===== config.mk =====
export PLATFORM = sky130hd
export DESIGN_NAME = protection_limit_readback
export DESIGN_NICKNAME = d
export VERILOG_FILES = /design/src/limit_readback_pkg.sv /design/src/crc_if.sv /design/src/pec_crc8.sv /design/src/protection_limit_readback.sv
export SDC_FILE = /design/constraint.sdc
export NUM_CORES = 1
export LEC_CHECK = 0
export BUFFER_PORTS_ARGS = -buffer_cell sky130_fd_sc_hd__buf_4
export CORE_ASPECT_RATIO = 0.7
export CORE_MARGIN = 1.5
export CORE_UTILIZATION = 46
export CTS_BUF_LIST = sky130_fd_sc_hd__clkbuf_8 sky130_fd_sc_hd__clkbuf_16
export CTS_CLUSTER_SIZE = 30
export DETAILED_ROUTE_END_ITERATION = 10
export PLACE_DENSITY_LB_ADDON = 0.25
export SYNTH_ARGS = -nofsm -noshare
export SYNTH_HDL_FRONTEND = slang
export SYNTH_SLANG_ARGS = --single-unit

===== constraint.sdc =====
create_clock -name i_mclk -period 2.5 [get_ports i_mclk]
set_input_delay 0.5 -clock i_mclk [delete_from_list [all_inputs] [get_ports i_mclk]]
set_output_delay 0.5 -clock i_mclk [all_outputs]
set_load 0.1 [all_outputs]

===== src/limit_readback_pkg.sv =====
package limit_readback_pkg;

    // ========================================================================
    // Command codes
    localparam logic [7:0] CMD_OVER_VOLTAGE_PROTECTION_LIMIT     = 8'h40;
    localparam logic [7:0] CMD_OVER_VOLTAGE_PROTECTION_RESPONSE  = 8'h41;
    localparam logic [7:0] CMD_UNDER_VOLTAGE_PROTECTION_LIMIT    = 8'h44;
    localparam logic [7:0] CMD_UNDER_VOLTAGE_PROTECTION_RESPONSE = 8'h45;
    localparam logic [7:0] CMD_OTP_LIMIT                         = 8'h4F;
    localparam logic [7:0] CMD_OTP_RESPONSE                      = 8'h50;
    localparam logic [7:0] CMD_OVER_POWER_PROTECTION_LIMIT       = 8'h68;

    // ========================================================================
    // Reply encodings
    localparam logic [15:0] DISABLED_VALUE  = 16'h00FF;
    localparam logic [1:0]  REACT_LATCH     = 2'h2;
    localparam logic [1:0]  REACT_RESTART   = 2'h3;
    localparam int          REACT_POS       = 6;
    localparam logic [5:0]  REACT_UNDEF     = 6'h00;

    // ========================================================================
    // Bus framing
    localparam logic [6:0] DEFAULT_ADDR     = 7'h10;
    localparam logic       DIR_WRITE        = 1'h0;
    localparam logic       DIR_READ         = 1'h1;

    // ========================================================================
    // Packet error code
    localparam logic [7:0] CRC_POLY         = 8'h07;
    localparam logic [7:0] CRC_INIT         = 8'h00;

    // ========================================================================
    // Reset values
    localparam logic [1:0] IDX_RESET        = 2'h0;
    localparam logic [7:0] BYTE_RESET       = 8'h00;

    typedef enum logic [5:0] {
        ST_IDLE   = 6'b000001,
        ST_WADDR  = 6'b000010,
        ST_CMD    = 6'b000100,
        ST_WAIT   = 6'b001000,
        ST_RADDR  = 6'b010000,
        ST_SEND   = 6'b100000
    } resp_state_e;

endpackage


===== src/crc_if.sv =====
`timescale 1ns/1ps

interface crc_if;
    logic       clear;
    logic       update;
    logic [7:0] data;
    logic [7:0] crc;

    modport engine (
        input  clear,
        input  update,
        input  data,
        output crc
    );

    modport user (
        output clear,
        output update,
        output data,
        input  crc
    );
endinterface


===== src/pec_crc8.sv =====
`timescale 1ns/1ps

module pec_crc8 (
    input  wire logic i_mclk,
    input  wire logic i_rstn,
    crc_if.engine     crc
);

    logic [7:0] crc_q;

    // ========================================================================
    // Bytewise CRC-8, MSB first
    function automatic logic [7:0] crc_step(input logic [7:0] c,
                                            input logic [7:0] d);
        logic [7:0] r;
        r = c ^ d;
        for (int i = 0; i < 8; i++) begin
            r = r[7] ? ((r << 1) ^ limit_readback_pkg::CRC_POLY) : (r << 1);
        end
        return r;
    endfunction

    always_ff @(posedge i_mclk) begin
        if (!i_rstn) begin
            crc_q <= limit_readback_pkg::CRC_INIT;
        end else if (crc.clear && crc.update) begin
            crc_q <= crc_step(limit_readback_pkg::CRC_INIT, crc.data);
        end else if (crc.clear) begin
            crc_q <= limit_readback_pkg::CRC_INIT;
        end else if (crc.update) begin
            crc_q <= crc_step(crc_q, crc.data);
        end
    end

    assign crc.crc = crc_q;

endmodule


===== src/protection_limit_readback.sv =====
`timescale 1ns/1ps

// Contract
// - Command 0x40 returns over-voltage threshold, two bytes, then PEC.
// - Command 0x41 returns over-voltage fault reaction byte, then PEC.
// - Command 0x44 returns under-voltage threshold, two bytes, then PEC.
// - Command 0x45 returns under-voltage fault reaction byte, then PEC.
// - Command 0x4F returns over-temperature threshold, two bytes, PEC.
// - Command 0x50 returns over-temperature reaction byte, then PEC.
// - Command 0x68 returns over-power threshold, two bytes, then PEC.
// - A disabled protection reports its threshold as 0xFF.
// - Reaction bits 7:6: 10 latch-off, 11 auto-restart; rest undefined.
// - Two-byte values are ten times the quantity, one implied decimal.
// - Two-byte values go low byte first, high byte second.
module protection_limit_readback #(
    parameter logic [6:0] SLAVE_ADDR = limit_readback_pkg::DEFAULT_ADDR
) (
    input  wire logic        i_mclk,
    input  wire logic        i_rstn,
    input  wire logic        i_start,
    input  wire logic        i_stop,
    input  wire logic        i_rx_valid,
    input  wire logic [7:0]  i_rx_byte,
    input  wire logic        i_tx_req,
    input  wire logic        i_tx_nack,
    input  wire logic [15:0] i_over_voltage_protection_limit,
    input  wire logic        i_over_voltage_protection_enable,
    input  wire logic        i_over_voltage_protection_restart,
    input  wire logic [15:0] i_under_voltage_protection_limit,
    input  wire logic        i_under_voltage_protection_enable,
    input  wire logic        i_under_voltage_protection_restart,
    input  wire logic [15:0] i_otp_limit,
    input  wire logic        i_otp_enable,
    input  wire logic        i_otp_restart,
    input  wire logic [15:0] i_over_power_protection_limit,
    input  wire logic        i_over_power_protection_enable,
    output logic             o_rx_ack,
    output logic [7:0]       o_tx_byte,
    output logic             o_tx_valid,
    output logic             o_busy
);

    limit_readback_pkg::resp_state_e state_q;
    logic [15:0] reply_q;
    logic        two_byte_q;
    logic [1:0]  idx_q;
    logic [1:0]  last_idx;
    logic        cmd_known;
    logic        is_two;
    logic [15:0] reply_d;
    logic        addr_w_ok;
    logic        addr_r_ok;
    logic [7:0]  next_byte;

    crc_if pec ();

    pec_crc8 u_pec (
        .i_mclk (i_mclk),
        .i_rstn (i_rstn),
        .crc    (pec)
    );

    // ========================================================================
    // Reply encoding helpers
    function automatic logic [15:0] limit_word(input logic [15:0] v,
                                               input logic        en);
        return en ? v : limit_readback_pkg::DISABLED_VALUE;
    endfunction

    function automatic logic [15:0] react_word(input logic rs);
        logic [7:0] b;
        b = {(rs ? limit_readback_pkg::REACT_RESTART
                 : limit_readback_pkg::REACT_LATCH),
             limit_readback_pkg::REACT_UNDEF};
        return {8'h00, b};
    endfunction

    // ========================================================================
    // Command decode
    always_comb begin
        cmd_known = 1'b1;
        is_two    = 1'b1;
        reply_d   = 16'h0000;
        case (i_rx_byte)
            limit_readback_pkg::CMD_OVER_VOLTAGE_PROTECTION_LIMIT: begin
                reply_d = limit_word(
                    i_over_voltage_protection_limit,
                    i_over_voltage_protection_enable);
            end
            limit_readback_pkg::CMD_OVER_VOLTAGE_PROTECTION_RESPONSE: begin
                is_two  = 1'b0;
                reply_d = react_word(
                    i_over_voltage_protection_restart);
            end
            limit_readback_pkg::CMD_UNDER_VOLTAGE_PROTECTION_LIMIT: begin
                reply_d = limit_word(
                    i_under_voltage_protection_limit,
                    i_under_voltage_protection_enable);
            end
            limit_readback_pkg::CMD_UNDER_VOLTAGE_PROTECTION_RESPONSE: begin
                is_two  = 1'b0;
                reply_d = react_word(
                    i_under_voltage_protection_restart);
            end
            limit_readback_pkg::CMD_OTP_LIMIT: begin
                reply_d = limit_word(i_otp_limit, i_otp_enable);
            end
            limit_readback_pkg::CMD_OTP_RESPONSE: begin
                is_two  = 1'b0;
                reply_d = react_word(i_otp_restart);
            end
            limit_readback_pkg::CMD_OVER_POWER_PROTECTION_LIMIT: begin
                reply_d = limit_word(
                    i_over_power_protection_limit,
                    i_over_power_protection_enable);
            end
            default: begin
                cmd_known = 1'b0;
                is_two    = 1'b0;
            end
        endcase
    end

    // ========================================================================
    // Address match and acknowledge
    assign addr_w_ok = (i_rx_byte
                        == {SLAVE_ADDR, limit_readback_pkg::DIR_WRITE});
    assign addr_r_ok = (i_rx_byte
                        == {SLAVE_ADDR, limit_readback_pkg::DIR_READ});

    always_comb begin
        o_rx_ack = 1'b0;
        if (i_rx_valid) begin
            case (state_q)
                limit_readback_pkg::ST_WADDR: o_rx_ack = addr_w_ok;
                limit_readback_pkg::ST_CMD:   o_rx_ack = cmd_known;
                limit_readback_pkg::ST_RADDR: o_rx_ack = addr_r_ok;
                default:                      o_rx_ack = 1'b0;
            endcase
        end
    end

    // ========================================================================
    // Transaction sequencing
    always_ff @(posedge i_mclk) begin
        if (!i_rstn || i_stop) begin
            state_q <= limit_readback_pkg::ST_IDLE;
        end else if (i_start) begin
            state_q <= (state_q == limit_readback_pkg::ST_WAIT)
                     ? limit_readback_pkg::ST_RADDR
                     : limit_readback_pkg::ST_WADDR;
        end else begin
            case (state_q)
                limit_readback_pkg::ST_WADDR: begin
                    if (i_rx_valid) begin
                        state_q <= addr_w_ok ? limit_readback_pkg::ST_CMD
                                             : limit_readback_pkg::ST_IDLE;
                    end
                end
                limit_readback_pkg::ST_CMD: begin
                    if (i_rx_valid) begin
                        state_q <= cmd_known ? limit_readback_pkg::ST_WAIT
                                             : limit_readback_pkg::ST_IDLE;
                    end
                end
                limit_readback_pkg::ST_WAIT: begin
                    if (i_rx_valid) begin
                        state_q <= limit_readback_pkg::ST_IDLE;
                    end
                end
                limit_readback_pkg::ST_RADDR: begin
                    if (i_rx_valid) begin
                        state_q <= addr_r_ok ? limit_readback_pkg::ST_SEND
                                             : limit_readback_pkg::ST_IDLE;
                    end
                end
                limit_readback_pkg::ST_SEND: begin
                    if (i_tx_nack || i_rx_valid) begin
                        state_q <= limit_readback_pkg::ST_IDLE;
                    end
                end
                default: state_q <= limit_readback_pkg::ST_IDLE;
            endcase
        end
    end

    // ========================================================================
    // Reply capture
    always_ff @(posedge i_mclk) begin
        if (!i_rstn) begin
            reply_q    <= 16'h0000;
            two_byte_q <= 1'b0;
        end else if (state_q == limit_readback_pkg::ST_CMD && i_rx_valid
                     && cmd_known) begin
            reply_q    <= reply_d;
            two_byte_q <= is_two;
        end
    end

    // ========================================================================
    // Byte output
    assign last_idx  = two_byte_q ? 2'h2 : 2'h1;
    assign next_byte = (idx_q == last_idx) ? pec.crc
                     : (idx_q == 2'h0) ? reply_q[7:0]
                     : reply_q[15:8];

    always_ff @(posedge i_mclk) begin
        if (!i_rstn) begin
            idx_q      <= limit_readback_pkg::IDX_RESET;
            o_tx_byte  <= limit_readback_pkg::BYTE_RESET;
            o_tx_valid <= 1'b0;
        end else begin
            o_tx_valid <= 1'b0;
            if (state_q != limit_readback_pkg::ST_SEND) begin
                idx_q <= limit_readback_pkg::IDX_RESET;
            end else if (i_tx_req && idx_q <= last_idx) begin
                o_tx_byte  <= next_byte;
                o_tx_valid <= 1'b1;
                idx_q      <= idx_q + 2'h1;
            end
        end
    end

    // ========================================================================
    // PEC accumulation over address, command and data bytes
    always_comb begin
        pec.clear  = (state_q == limit_readback_pkg::ST_WADDR) && i_rx_valid;
        pec.update = 1'b0;
        pec.data   = i_rx_byte;
        if (i_rx_valid && o_rx_ack) begin
            pec.update = 1'b1;
        end else if (state_q == limit_readback_pkg::ST_SEND && i_tx_req
                     && idx_q < last_idx) begin
            pec.update = 1'b1;
            pec.data   = next_byte;
        end
    end

    assign o_busy = (state_q != limit_readback_pkg::ST_IDLE);

endmodule


==> results.md, run 1 <==
STA:
- The number of hold violations in the final report is 0.
- The worst max-slew margin expressed relative to the limit is 0.6736.
- The worst path setup slack after routing is -202.7 ps.
- For the finished layout, the period the worst path requires is roughly 2700 ps.
- Setup violations remaining at the end of the flow were counted as 9.
- The clock arrives with 8.158 ps of skew.
- The max-slew violation total from the final report is 0.
- Derived from the worst setup path, the maximum achievable clock frequency is ~0.37 GHz.
- Setup repair after global routing could not meet its margin everywhere.
- The ratio of final minimum period to clock period is 1.081.
- For the pin with the worst max-slew slack, the measured transition is about 500 ps.

Floorplanning:
- After floorplanning, the core was divided into 24 placement rows.
- The starting density of the core is 0.4740.
- In this run the count of I/O pins placed on the die edge is 97.
- From bottom edge to top edge, the die measures about 70 um.
- The placeable core region is just over 6000 um^2.
- The die area is 6902 um^2.
- The die is about 99 um wide.

Finish:
- At the end of the flow the core is filled with cells to 0.6763.
- The number of nets at the end of the flow is 570.
- The sequential cell area in the final layout is roughly 840 um^2.
- The area overhead of the layout relative to synthesis is 42.68%.
- The fraction of final layout cells with drive strength greater than 1 is 0.3382.
- The area of the multi-input gates is 2047 um^2.
- The layout filler cell count is approximately 500.
- The design area is 4204 um^2.
- The number of antenna repair diodes is 0.

Logic synthesis:
- The mapped netlist covers slightly below 3000 um^2.
- The largest total area in the synthesized netlist belongs to sky130_fd_sc_hd__dfxtp_1.
- Of the total synthesized cell area, the portion taken by AND, OR, NAND and NOR gates is 0.2306.
- The mux cell area share after synthesis is 0.08960.
- The warning count from the yosys run is 0.
- Of the total synthesized cell area, the portion taken by full adders, half adders and majority gates is 0.01274.
- After synthesis, the netlist uses 56 different library cells.
- The fraction of the mapped netlist area in compound gates was 0.2548.
- The share of the Yosys chip area taken by registers is 0.2854.
- Counting flops with a built-in enable in the synthesized netlist gives 0.
- The share of synthesized area in the top cell type comes to 0.2854.
- Ranked by total cell area, the synthesized netlist is headed by sky130_fd_sc_hd__dfxtp_1, sky130_fd_sc_hd__mux2i_1, sky130_fd_sc_hd__o21ai_0.
- By count the netlist is led by sky130_fd_sc_hd__nor2_1, sky130_fd_sc_hd__dfxtp_1, sky130_fd_sc_hd__o21ai_0.
- In this run, synthesis produced a sequential element count of 42.
- Yosys instantiated no cell more often than sky130_fd_sc_hd__nor2_1.
- Synthesis handed over a netlist of between 300 and 400 instances.
- After synthesis, the largest family of logic cells by area is compound AO/OA/AOI/OAI gates.
- The number of nets handed over by synthesis was approximately 450.
- The post-synthesis xor/xnor area fraction is 0.08110.
- The proportion of synthesized flip-flops having asynchronous set or reset is 0.
- The most used flip-flop cell after synthesis is sky130_fd_sc_hd__dfxtp_1.
- A synthesized cell averages slightly above 8 um^2.

Routing:
- The first routing iteration left about 180 violations.
- The detailed-router iteration count before antenna repair is 7.
- For this block, the via count after detailed routing is about 3200.
- The number of nets with antenna violations after routing is 0.
- After detailed routing, the average wire length per cell comes to roughly 16 um.
- For this run, design rule violations remaining after detail routing come to 2.
- After detailed routing, the total wire length is between 9000 and 10000 um.
- After detailed routing, the number of vias per cell comes to 5.700.

CTS:
- The maximum level of the CTS H-tree is 2.
- The maximum buffer depth of the clock tree is 2.
- Counting the buffers created by CTS gives 5.
- TritonCTS built the clock tree.
- The clock latency reported for the late side of the worst-skew pair is about 300 ps.
- The CTS root buffer is sky130_fd_sc_hd__clkbuf_8.
- The clock-pin slew on the worst setup and hold paths is approximately 80 ps.
- The clock net in this run drives a total of 42 sinks.

Min path:
- The startpoint of the most critical hold path is i_start.
- The worst hold path class is in2reg.

Run status:
- The checks that failed: design-rule violations, negative setup slack.
- The flow ran to the end, but the final reports show violations.

GRT:
- The wire length of the first global-routing pass is between 10000 and 15000 um.
- After global routing the overflow that remains totals 0.
- In the global route stage, overall resource usage came out at 0.2605.
- The via count of the first global-routing pass is between 2000 and 3000.
- The largest net degree at the start of global routing is 36.
- The initial antenna violation count is 0.

Placed design:
- The congestion estimate from routability-driven global placement came to ~0.94.
- The half-perimeter wire length after detailed placement is 6898 um.
- The area of placed instances is 3943 um^2.
- The number of buffer cells added on primary ports is 96.

Power:
- In this run the power density over the cells is between 300 and 400 nW/um^2.
- The maximum vdd ir drop is about 0.33 mV.
- Summing internal, switching and leakage power gives 1474 uW.
- The leakage power is roughly 0.0018 uW.

Worst setup path:
- The type of element launching the critical path is a flop.
- The launch point of the worst reg-to-reg path is state_q[2]$_SDFFE_PP0P_.
- The largest fanout on the critical path is 5.
- The worst setup path is captured at a flop.
- The most critical setup path has its startpoint at state_q[2]$_SDFFE_PP0P_.
- The critical path class is reg2reg.
- The worst path arrival time is 2900 ps.
- Data on the critical path is required at its endpoint by ~2700 ps.

Flow run:
- The max-capacitance violation count is 0.
==> area by class of cell <==
| class | instances | share of cell area |
|---|---|---|
| Inverter | 12 | 0.01071 |
| Clock inverter | 3 | 0.009821 |
| Multi-Input combinational cell | 287 | 0.4869 |
| Sequential cell | 42 | 0.2006 |
| Tap cell | 78 | 0.02321 |
| Clock buffer | 5 | 0.01637 |
| Timing Repair Buffer | 133 | 0.2524 |
==> worst max-delay path: stages (launching register included) <==
cell,delay (ps)
sky130_fd_sc_hd__dfxtp_2,330
sky130_fd_sc_hd__or4_4,550
sky130_fd_sc_hd__buf_6,140
sky130_fd_sc_hd__nor4_4,260
sky130_fd_sc_hd__buf_4,190
sky130_fd_sc_hd__buf_12,130
sky130_fd_sc_hd__mux2i_4,240
sky130_fd_sc_hd__xor2_2,260
sky130_fd_sc_hd__xnor2_2,130
sky130_fd_sc_hd__xnor2_1,130
sky130_fd_sc_hd__o31a_1,250
==> final timing paths <==
path                                    to  slack [ps]  depth (start not counted)
min reg2reg        two_byte_q$_SDFFE_PN0P_         500                          2
max          u_pec.crc.crc[6]$_SDFFE_PN0P_        -200                         10
max reg2reg  u_pec.crc.crc[6]$_SDFFE_PN0P_        -200                         10
min                state_q[5]$_SDFFE_PP0P_         420                          2
==> state kept, by name (all words and copies together) (netlist names) <==
signal and count:
idx_q 2, o_tx_byte 8, o_tx_valid 1, reply_q 16, state_q 6, two_byte_q 1
u_pec.crc.crc 8
==> metrics by stage <==
stage               instances  setup TNS [ps]  setup WS (ps)  hold WS (ps)
CTS                       558           -1140         -182.0         419.8
detailed placement        544          -42.64         -26.52         471.0
global route              560           -1976         -270.9         421.5
finish                    560           -1184         -202.7         421.4
global placement          544               0          28.41         467.2
floorplan                 362               0          10.91         449.4
==> power breakdown <==
part           total, uW  switching, uW  internal, uW
sequential           672           2.15           670
clock                534            240           294
combinational        268            118           149
==> logic make-up after synthesis <==
family / Yosys count
flops: 42
fa+ha+maj: 3
simple gates: 126
xor+xnor: 23
buf+inv: 33
compound gates: 109
mux: 26
==> layer usage <==
| metal | GRT usage | share of wire | up-vias |
|---|---|---|---|
| li1 | - | - | 1584 |
| met1 | 0.3720 | 0.47 | 1476 |
| met2 | 0.4066 | 0.45 | 122 |
| met3 | 0.05005 | 0.070 | 10 |
| met4 | 0.06349 | 0.012 | 0 |
| met5 | 0 | 0 | - |
==> layout by cell type, fill, tap and decap left out, types with 3 or more instances in the layout <==
| cell | count |
|---|---|
| sky130_fd_sc_hd__nor3_1 | 5 |
| sky130_fd_sc_hd__xor2_1 | 7 |
| sky130_fd_sc_hd__a211o_1 | 3 |
| sky130_fd_sc_hd__nor4_1 | 3 |
| sky130_fd_sc_hd__ha_1 | 3 |
| sky130_fd_sc_hd__mux2i_2 | 3 |
| sky130_fd_sc_hd__xnor2_1 | 6 |
| sky130_fd_sc_hd__xnor2_2 | 8 |
| sky130_fd_sc_hd__nand3b_1 | 6 |
| sky130_fd_sc_hd__o2111a_1 | 6 |
| sky130_fd_sc_hd__a31oi_1 | 3 |
| sky130_fd_sc_hd__dfxtp_1 | 40 |
| sky130_fd_sc_hd__a22oi_1 | 5 |
| sky130_fd_sc_hd__clkbuf_8 | 5 |
| sky130_fd_sc_hd__a221oi_1 | 6 |
| sky130_fd_sc_hd__o21ai_1 | 5 |
| sky130_fd_sc_hd__inv_1 | 13 |
| sky130_fd_sc_hd__nand3_1 | 14 |
| sky130_fd_sc_hd__nand2b_1 | 4 |
| sky130_fd_sc_hd__buf_4 | 127 |
| sky130_fd_sc_hd__a211oi_1 | 14 |
| sky130_fd_sc_hd__nor2_1 | 44 |
| sky130_fd_sc_hd__a21oi_1 | 11 |
| sky130_fd_sc_hd__nand2_1 | 14 |
| sky130_fd_sc_hd__a22o_1 | 6 |
| sky130_fd_sc_hd__o21ai_0 | 36 |
| sky130_fd_sc_hd__mux2i_1 | 22 |
| sky130_fd_sc_hd__and2_1 | 6 |
| sky130_fd_sc_hd__buf_12 | 3 |
| sky130_fd_sc_hd__nor2b_1 | 9 |
==> timing repair <==
action                     4_1_cts  5_1_grt
setup endpoints to repair        4        9
hold endpoints to repair         0        0
gates resized for setup          8        9
gates cloned                     1        0
hold buffers                     0        0
pin swaps                       12       11
setup buffers                    5        2
Power figures use the tool's default switching activity.
==> run 2, diff against run 1 <==
--- a/config.mk
+++ b/config.mk
@@ -8,8 +8,8 @@
 export BUFFER_PORTS_ARGS = -buffer_cell sky130_fd_sc_hd__buf_4
 export CORE_ASPECT_RATIO = 0.7
 export CORE_MARGIN = 1.5
-export CORE_UTILIZATION = 46
-export CTS_BUF_LIST = sky130_fd_sc_hd__clkbuf_8 sky130_fd_sc_hd__clkbuf_16
+export CORE_UTILIZATION = 48
+export CTS_BUF_LIST = sky130_fd_sc_hd__clkbuf_4 sky130_fd_sc_hd__clkbuf_8
 export CTS_CLUSTER_SIZE = 30
 export DETAILED_ROUTE_END_ITERATION = 10
 export PLACE_DENSITY_LB_ADDON = 0.25
==> results.md, run 2 (synthesis results as in run 1) <==
Run status:
- The run finished, with violations left.
- The final reports fail on negative setup slack.

STA:
- The number of hold violations in the final report is 0 (unchanged).
- The max-slew violation total from the final report was 0 (unchanged).
- The slew at the pin with the worst max-slew slack was 528.7 ps (+40.36 ps).
- The minimum period implied by the final worst setup slack is 2622 ps (-80.22 ps).
- The worst max-slew margin expressed relative to the limit is 0.6467 (-0.02697).
- The worst path setup slack after routing came to -122.5 ps (+80.22 ps).
- The post-route clock skew was 8.310 ps (+0.1519 ps).
- The maximum clock frequency is 0.3813 GHz (+3.1%).
- Setup repair after global routing could not meet its margin everywhere.
- The setup violation total in the final timing report was 8 (-1).
- The ratio of final minimum period to clock period came to 1.049 (-0.03209).

CTS:
- The number of clock sinks is 42 (unchanged).
- The CTS buffer count is 5 (unchanged).
- The maximum level of the CTS H-tree was 2 (unchanged).
- The clock-pin slew on the worst setup and hold paths came to 80 ps (about the same).
- The maximum buffer depth of the clock tree came to 2 (unchanged).
- TritonCTS built the clock tree.
- The CTS root buffer is sky130_fd_sc_hd__clkbuf_8.
- The number of hold buffers added after cts came to 0 (unchanged).
- The clock latency reported for the late side of the worst-skew pair came to 300 ps (about the same).

Worst setup path:
- The signal on the critical path passes through or4_4 > buf_4 > nor4_4 > buf_12 > mux2i_4 > xor2_2 > buf_4 > xnor2_4 > xor2_1 > o21ai_0.
- The standard cell with the maximum stage delay on the critical path is sky130_fd_sc_hd__or4_4.
- Among cell families on the critical path, the largest total delay comes from simple AND/OR/NAND/NOR gates.
- The cell that appears most often on the critical path is sky130_fd_sc_hd__buf_4.
- The worst path buffer plus inverter count was 3 (unchanged).
- The required time at the worst-slack endpoint is 2690 ps (about the same).
- The kind of end point of the critical path is a flop.
- The type of element launching the critical path is a flop.
- The register-to-register setup slack came to -120 ps (+80 ps).
- The largest fanout on the critical path came to 9 (+4).
- The critical path is of the reg2reg type.
- The peak per-stage delay on the critical path came to 530 ps (-20 ps).
- The worst path arrival time is 2810 ps (-90 ps).

Floorplanning:
- The starting density of the core is 0.5069 (+0.03285).
- The number of top-level pins came to 97 (unchanged).
- The placeable core region is 5813 um^2 (-6.5%).
- The vertical extent of the die was 68.55 um (-2.0%).
- The floorplan row count came to 23 (-4.2%).
- The die area is 6625 um^2 (-4.0%).
- The die boundary width came to 96.65 um (-2.0%).

Routing:
- The number of vias per cell after detailed routing is 5.704 (about the same).
- The detailed-router iteration count before antenna repair is 5 (-2).
- The iteration-0 DRC count of the detailed router is 224 (+22%).
- The final wirelength came to 8975 um (-1.2%).
- The total number of vias is 3200 (+0.25%).
- The detail-routed net length per standard cell came to 16.00 um (-1.4%).
- The number of nets with antenna violations after routing is 0 (unchanged).
- The DRC violations left is 0 (-2).

GRT:
- The largest net degree at the start of global routing was 32 (-11%).
- The total congestion overflow is 0 (unchanged).
- The global-route usage over all layers came to 0.2714 (+0.01092).
- The via count of the first global-routing pass is 2982 (+3.0%).
- The initial antenna violation count is 0 (unchanged).
- The wire length of the first global-routing pass is 14220 um (+0.24%).

Power:
- The maximum vdd ir drop is 0.2463 mV (-26%).
- The leakage power was 0.001816 uW (+1.3%).
- The internal power component was 1057 uW (-5.0%).
- The net load switching power was 348.2 uW (-3.5%).
- The combinational share of power is 0.194 (+0.012).
- The relative contribution of the clock network to total power came to 0.328 (-0.034).
- The sequential share of power is 0.478 (+0.022).
- The power density of the placed cells is 332.6 nW/um^2 (-5.1%).
- The switching power share of the total was 0.2479 (+0.003049).

Finish:
- The fraction of final layout cells with drive strength greater than 1 came to 0.3477 (+0.009562).
- The number of flip-flops in the largest register is 16 (unchanged).
- The number of nets at the end of the flow is 574 (+0.70%).
- The final design utilization is 0.7266 (+0.05032).
- The area growth from synthesis to layout is 43.35%.
- The number of antenna repair diodes is 0 (unchanged).
- The design area was 4224 um^2 (+0.48%).
- The top cell types in the final layout, fill and taps aside, are sky130_fd_sc_hd__buf_4, sky130_fd_sc_hd__nor2_1, sky130_fd_sc_hd__dfxtp_1.
- reply_q holds more flip-flops than any other register.
- Leaving out fill and tap cells, the most frequent cell in the layout is sky130_fd_sc_hd__buf_4.

Placed design:
- The half-perimeter wire length after detailed placement was 6914 um (+0.23%).
- The area of placed instances was 3956 um^2 (+0.35%).
- The number of buffer cells added on primary ports is 96 (unchanged).
- The routability-driven placement congestion ratio came to 0.8700 (-7.0%).

Flow run:
- The max-capacitance violation count is 0 (unchanged).

Min path:
- In this run the worst hold path is classified as in2reg.
==> run 2: per-layer routing <==
metal | routed length (um) | vias to the layer above | global-route usage
li1 | - | 1586 | -
met3 | 598 | 11 | 0.06754
met2 | 4328 | 119 | 0.4895
met1 | 3951 | 1484 | 0.3389
met5 | 0 | - | 0
met4 | 97 | 0 | 0.05254
==> run 2: path summary, 6_finish.rpt <==
check	from	end	cells after the start
setup / recovery	state_q[4]$_SDFFE_PP0P_	u_pec.crc.crc[1]$_SDFFE_PN0P_	10
hold / removal	i_start	state_q[5]$_SDFFE_PP0P_	2
setup reg to reg	state_q[4]$_SDFFE_PP0P_	u_pec.crc.crc[1]$_SDFFE_PN0P_	10
hold reg to reg	reply_q[7]$_SDFFE_PN0P_	reply_q[7]$_SDFFE_PN0P_	2
==> run 2: area by class of cell <==
type                            instances  area [um^2]
Fill cell                             448         1589
Multi-Input combinational cell        287         2083
Timing Repair Buffer                  137         1065
Inverter                               12        45.04
Clock inverter                          1        5.005
Tap cell                               75        93.84
Sequential cell                        42        842.1
Clock buffer                            7        90.09
==> run 2: worst reg2reg max path, cell delays in order (launching register included) <==
cell                      delay [ps]
sky130_fd_sc_hd__dfxtp_2         320
sky130_fd_sc_hd__or4_4           530
sky130_fd_sc_hd__buf_4           160
sky130_fd_sc_hd__nor4_4          270
sky130_fd_sc_hd__buf_12          190
sky130_fd_sc_hd__mux2i_4         250
sky130_fd_sc_hd__xor2_2          220
sky130_fd_sc_hd__buf_4           170
sky130_fd_sc_hd__xnor2_4         160
sky130_fd_sc_hd__xor2_1          170
sky130_fd_sc_hd__o21ai_0          80
==> run 2: power by group through the flow <==
stage          clock, uW  combinational, uW  sequential (uW)
6_report             461                273              671
5_1_grt              497                294              672
4_1_cts              468                262              671
3_5_place_dp           0                250              687
3_3_place_gp           0                245              687
2_1_floorplan          0                108              687
==> run 2: repair_timing <==
action                                 in CTS  in global routing
gates resized for setup                    13                  7
setup buffers                              10                  0
setup endpoints to repair                   4                 26
endpoints found under the hold margin       0                  0
pin swaps                                  15                  1
gates cloned                                0                  0
==> run 2: stage by stage <==
| step | power, uW | cells | hold WS, ps | setup slack (ps) | setup TNS (ps) |
|---|---|---|---|---|---|
| 6_report | 1405 | 561 | 429.1 | -122.5 | -735.7 |
| 5_1_grt | 1463 | 561 | 428.1 | -204.7 | -1642 |
| 4_1_cts | 1401 | 561 | 418.0 | -182.1 | -542.7 |
| 3_5_place_dp | 936.7 | 545 | 488.3 | -24.65 | -45.87 |
| 3_3_place_gp | 931.9 | 545 | 479.0 | 24.07 | 0 |
| 2_1_floorplan | 794.6 | 362 | 449.4 | 10.91 | 0 |
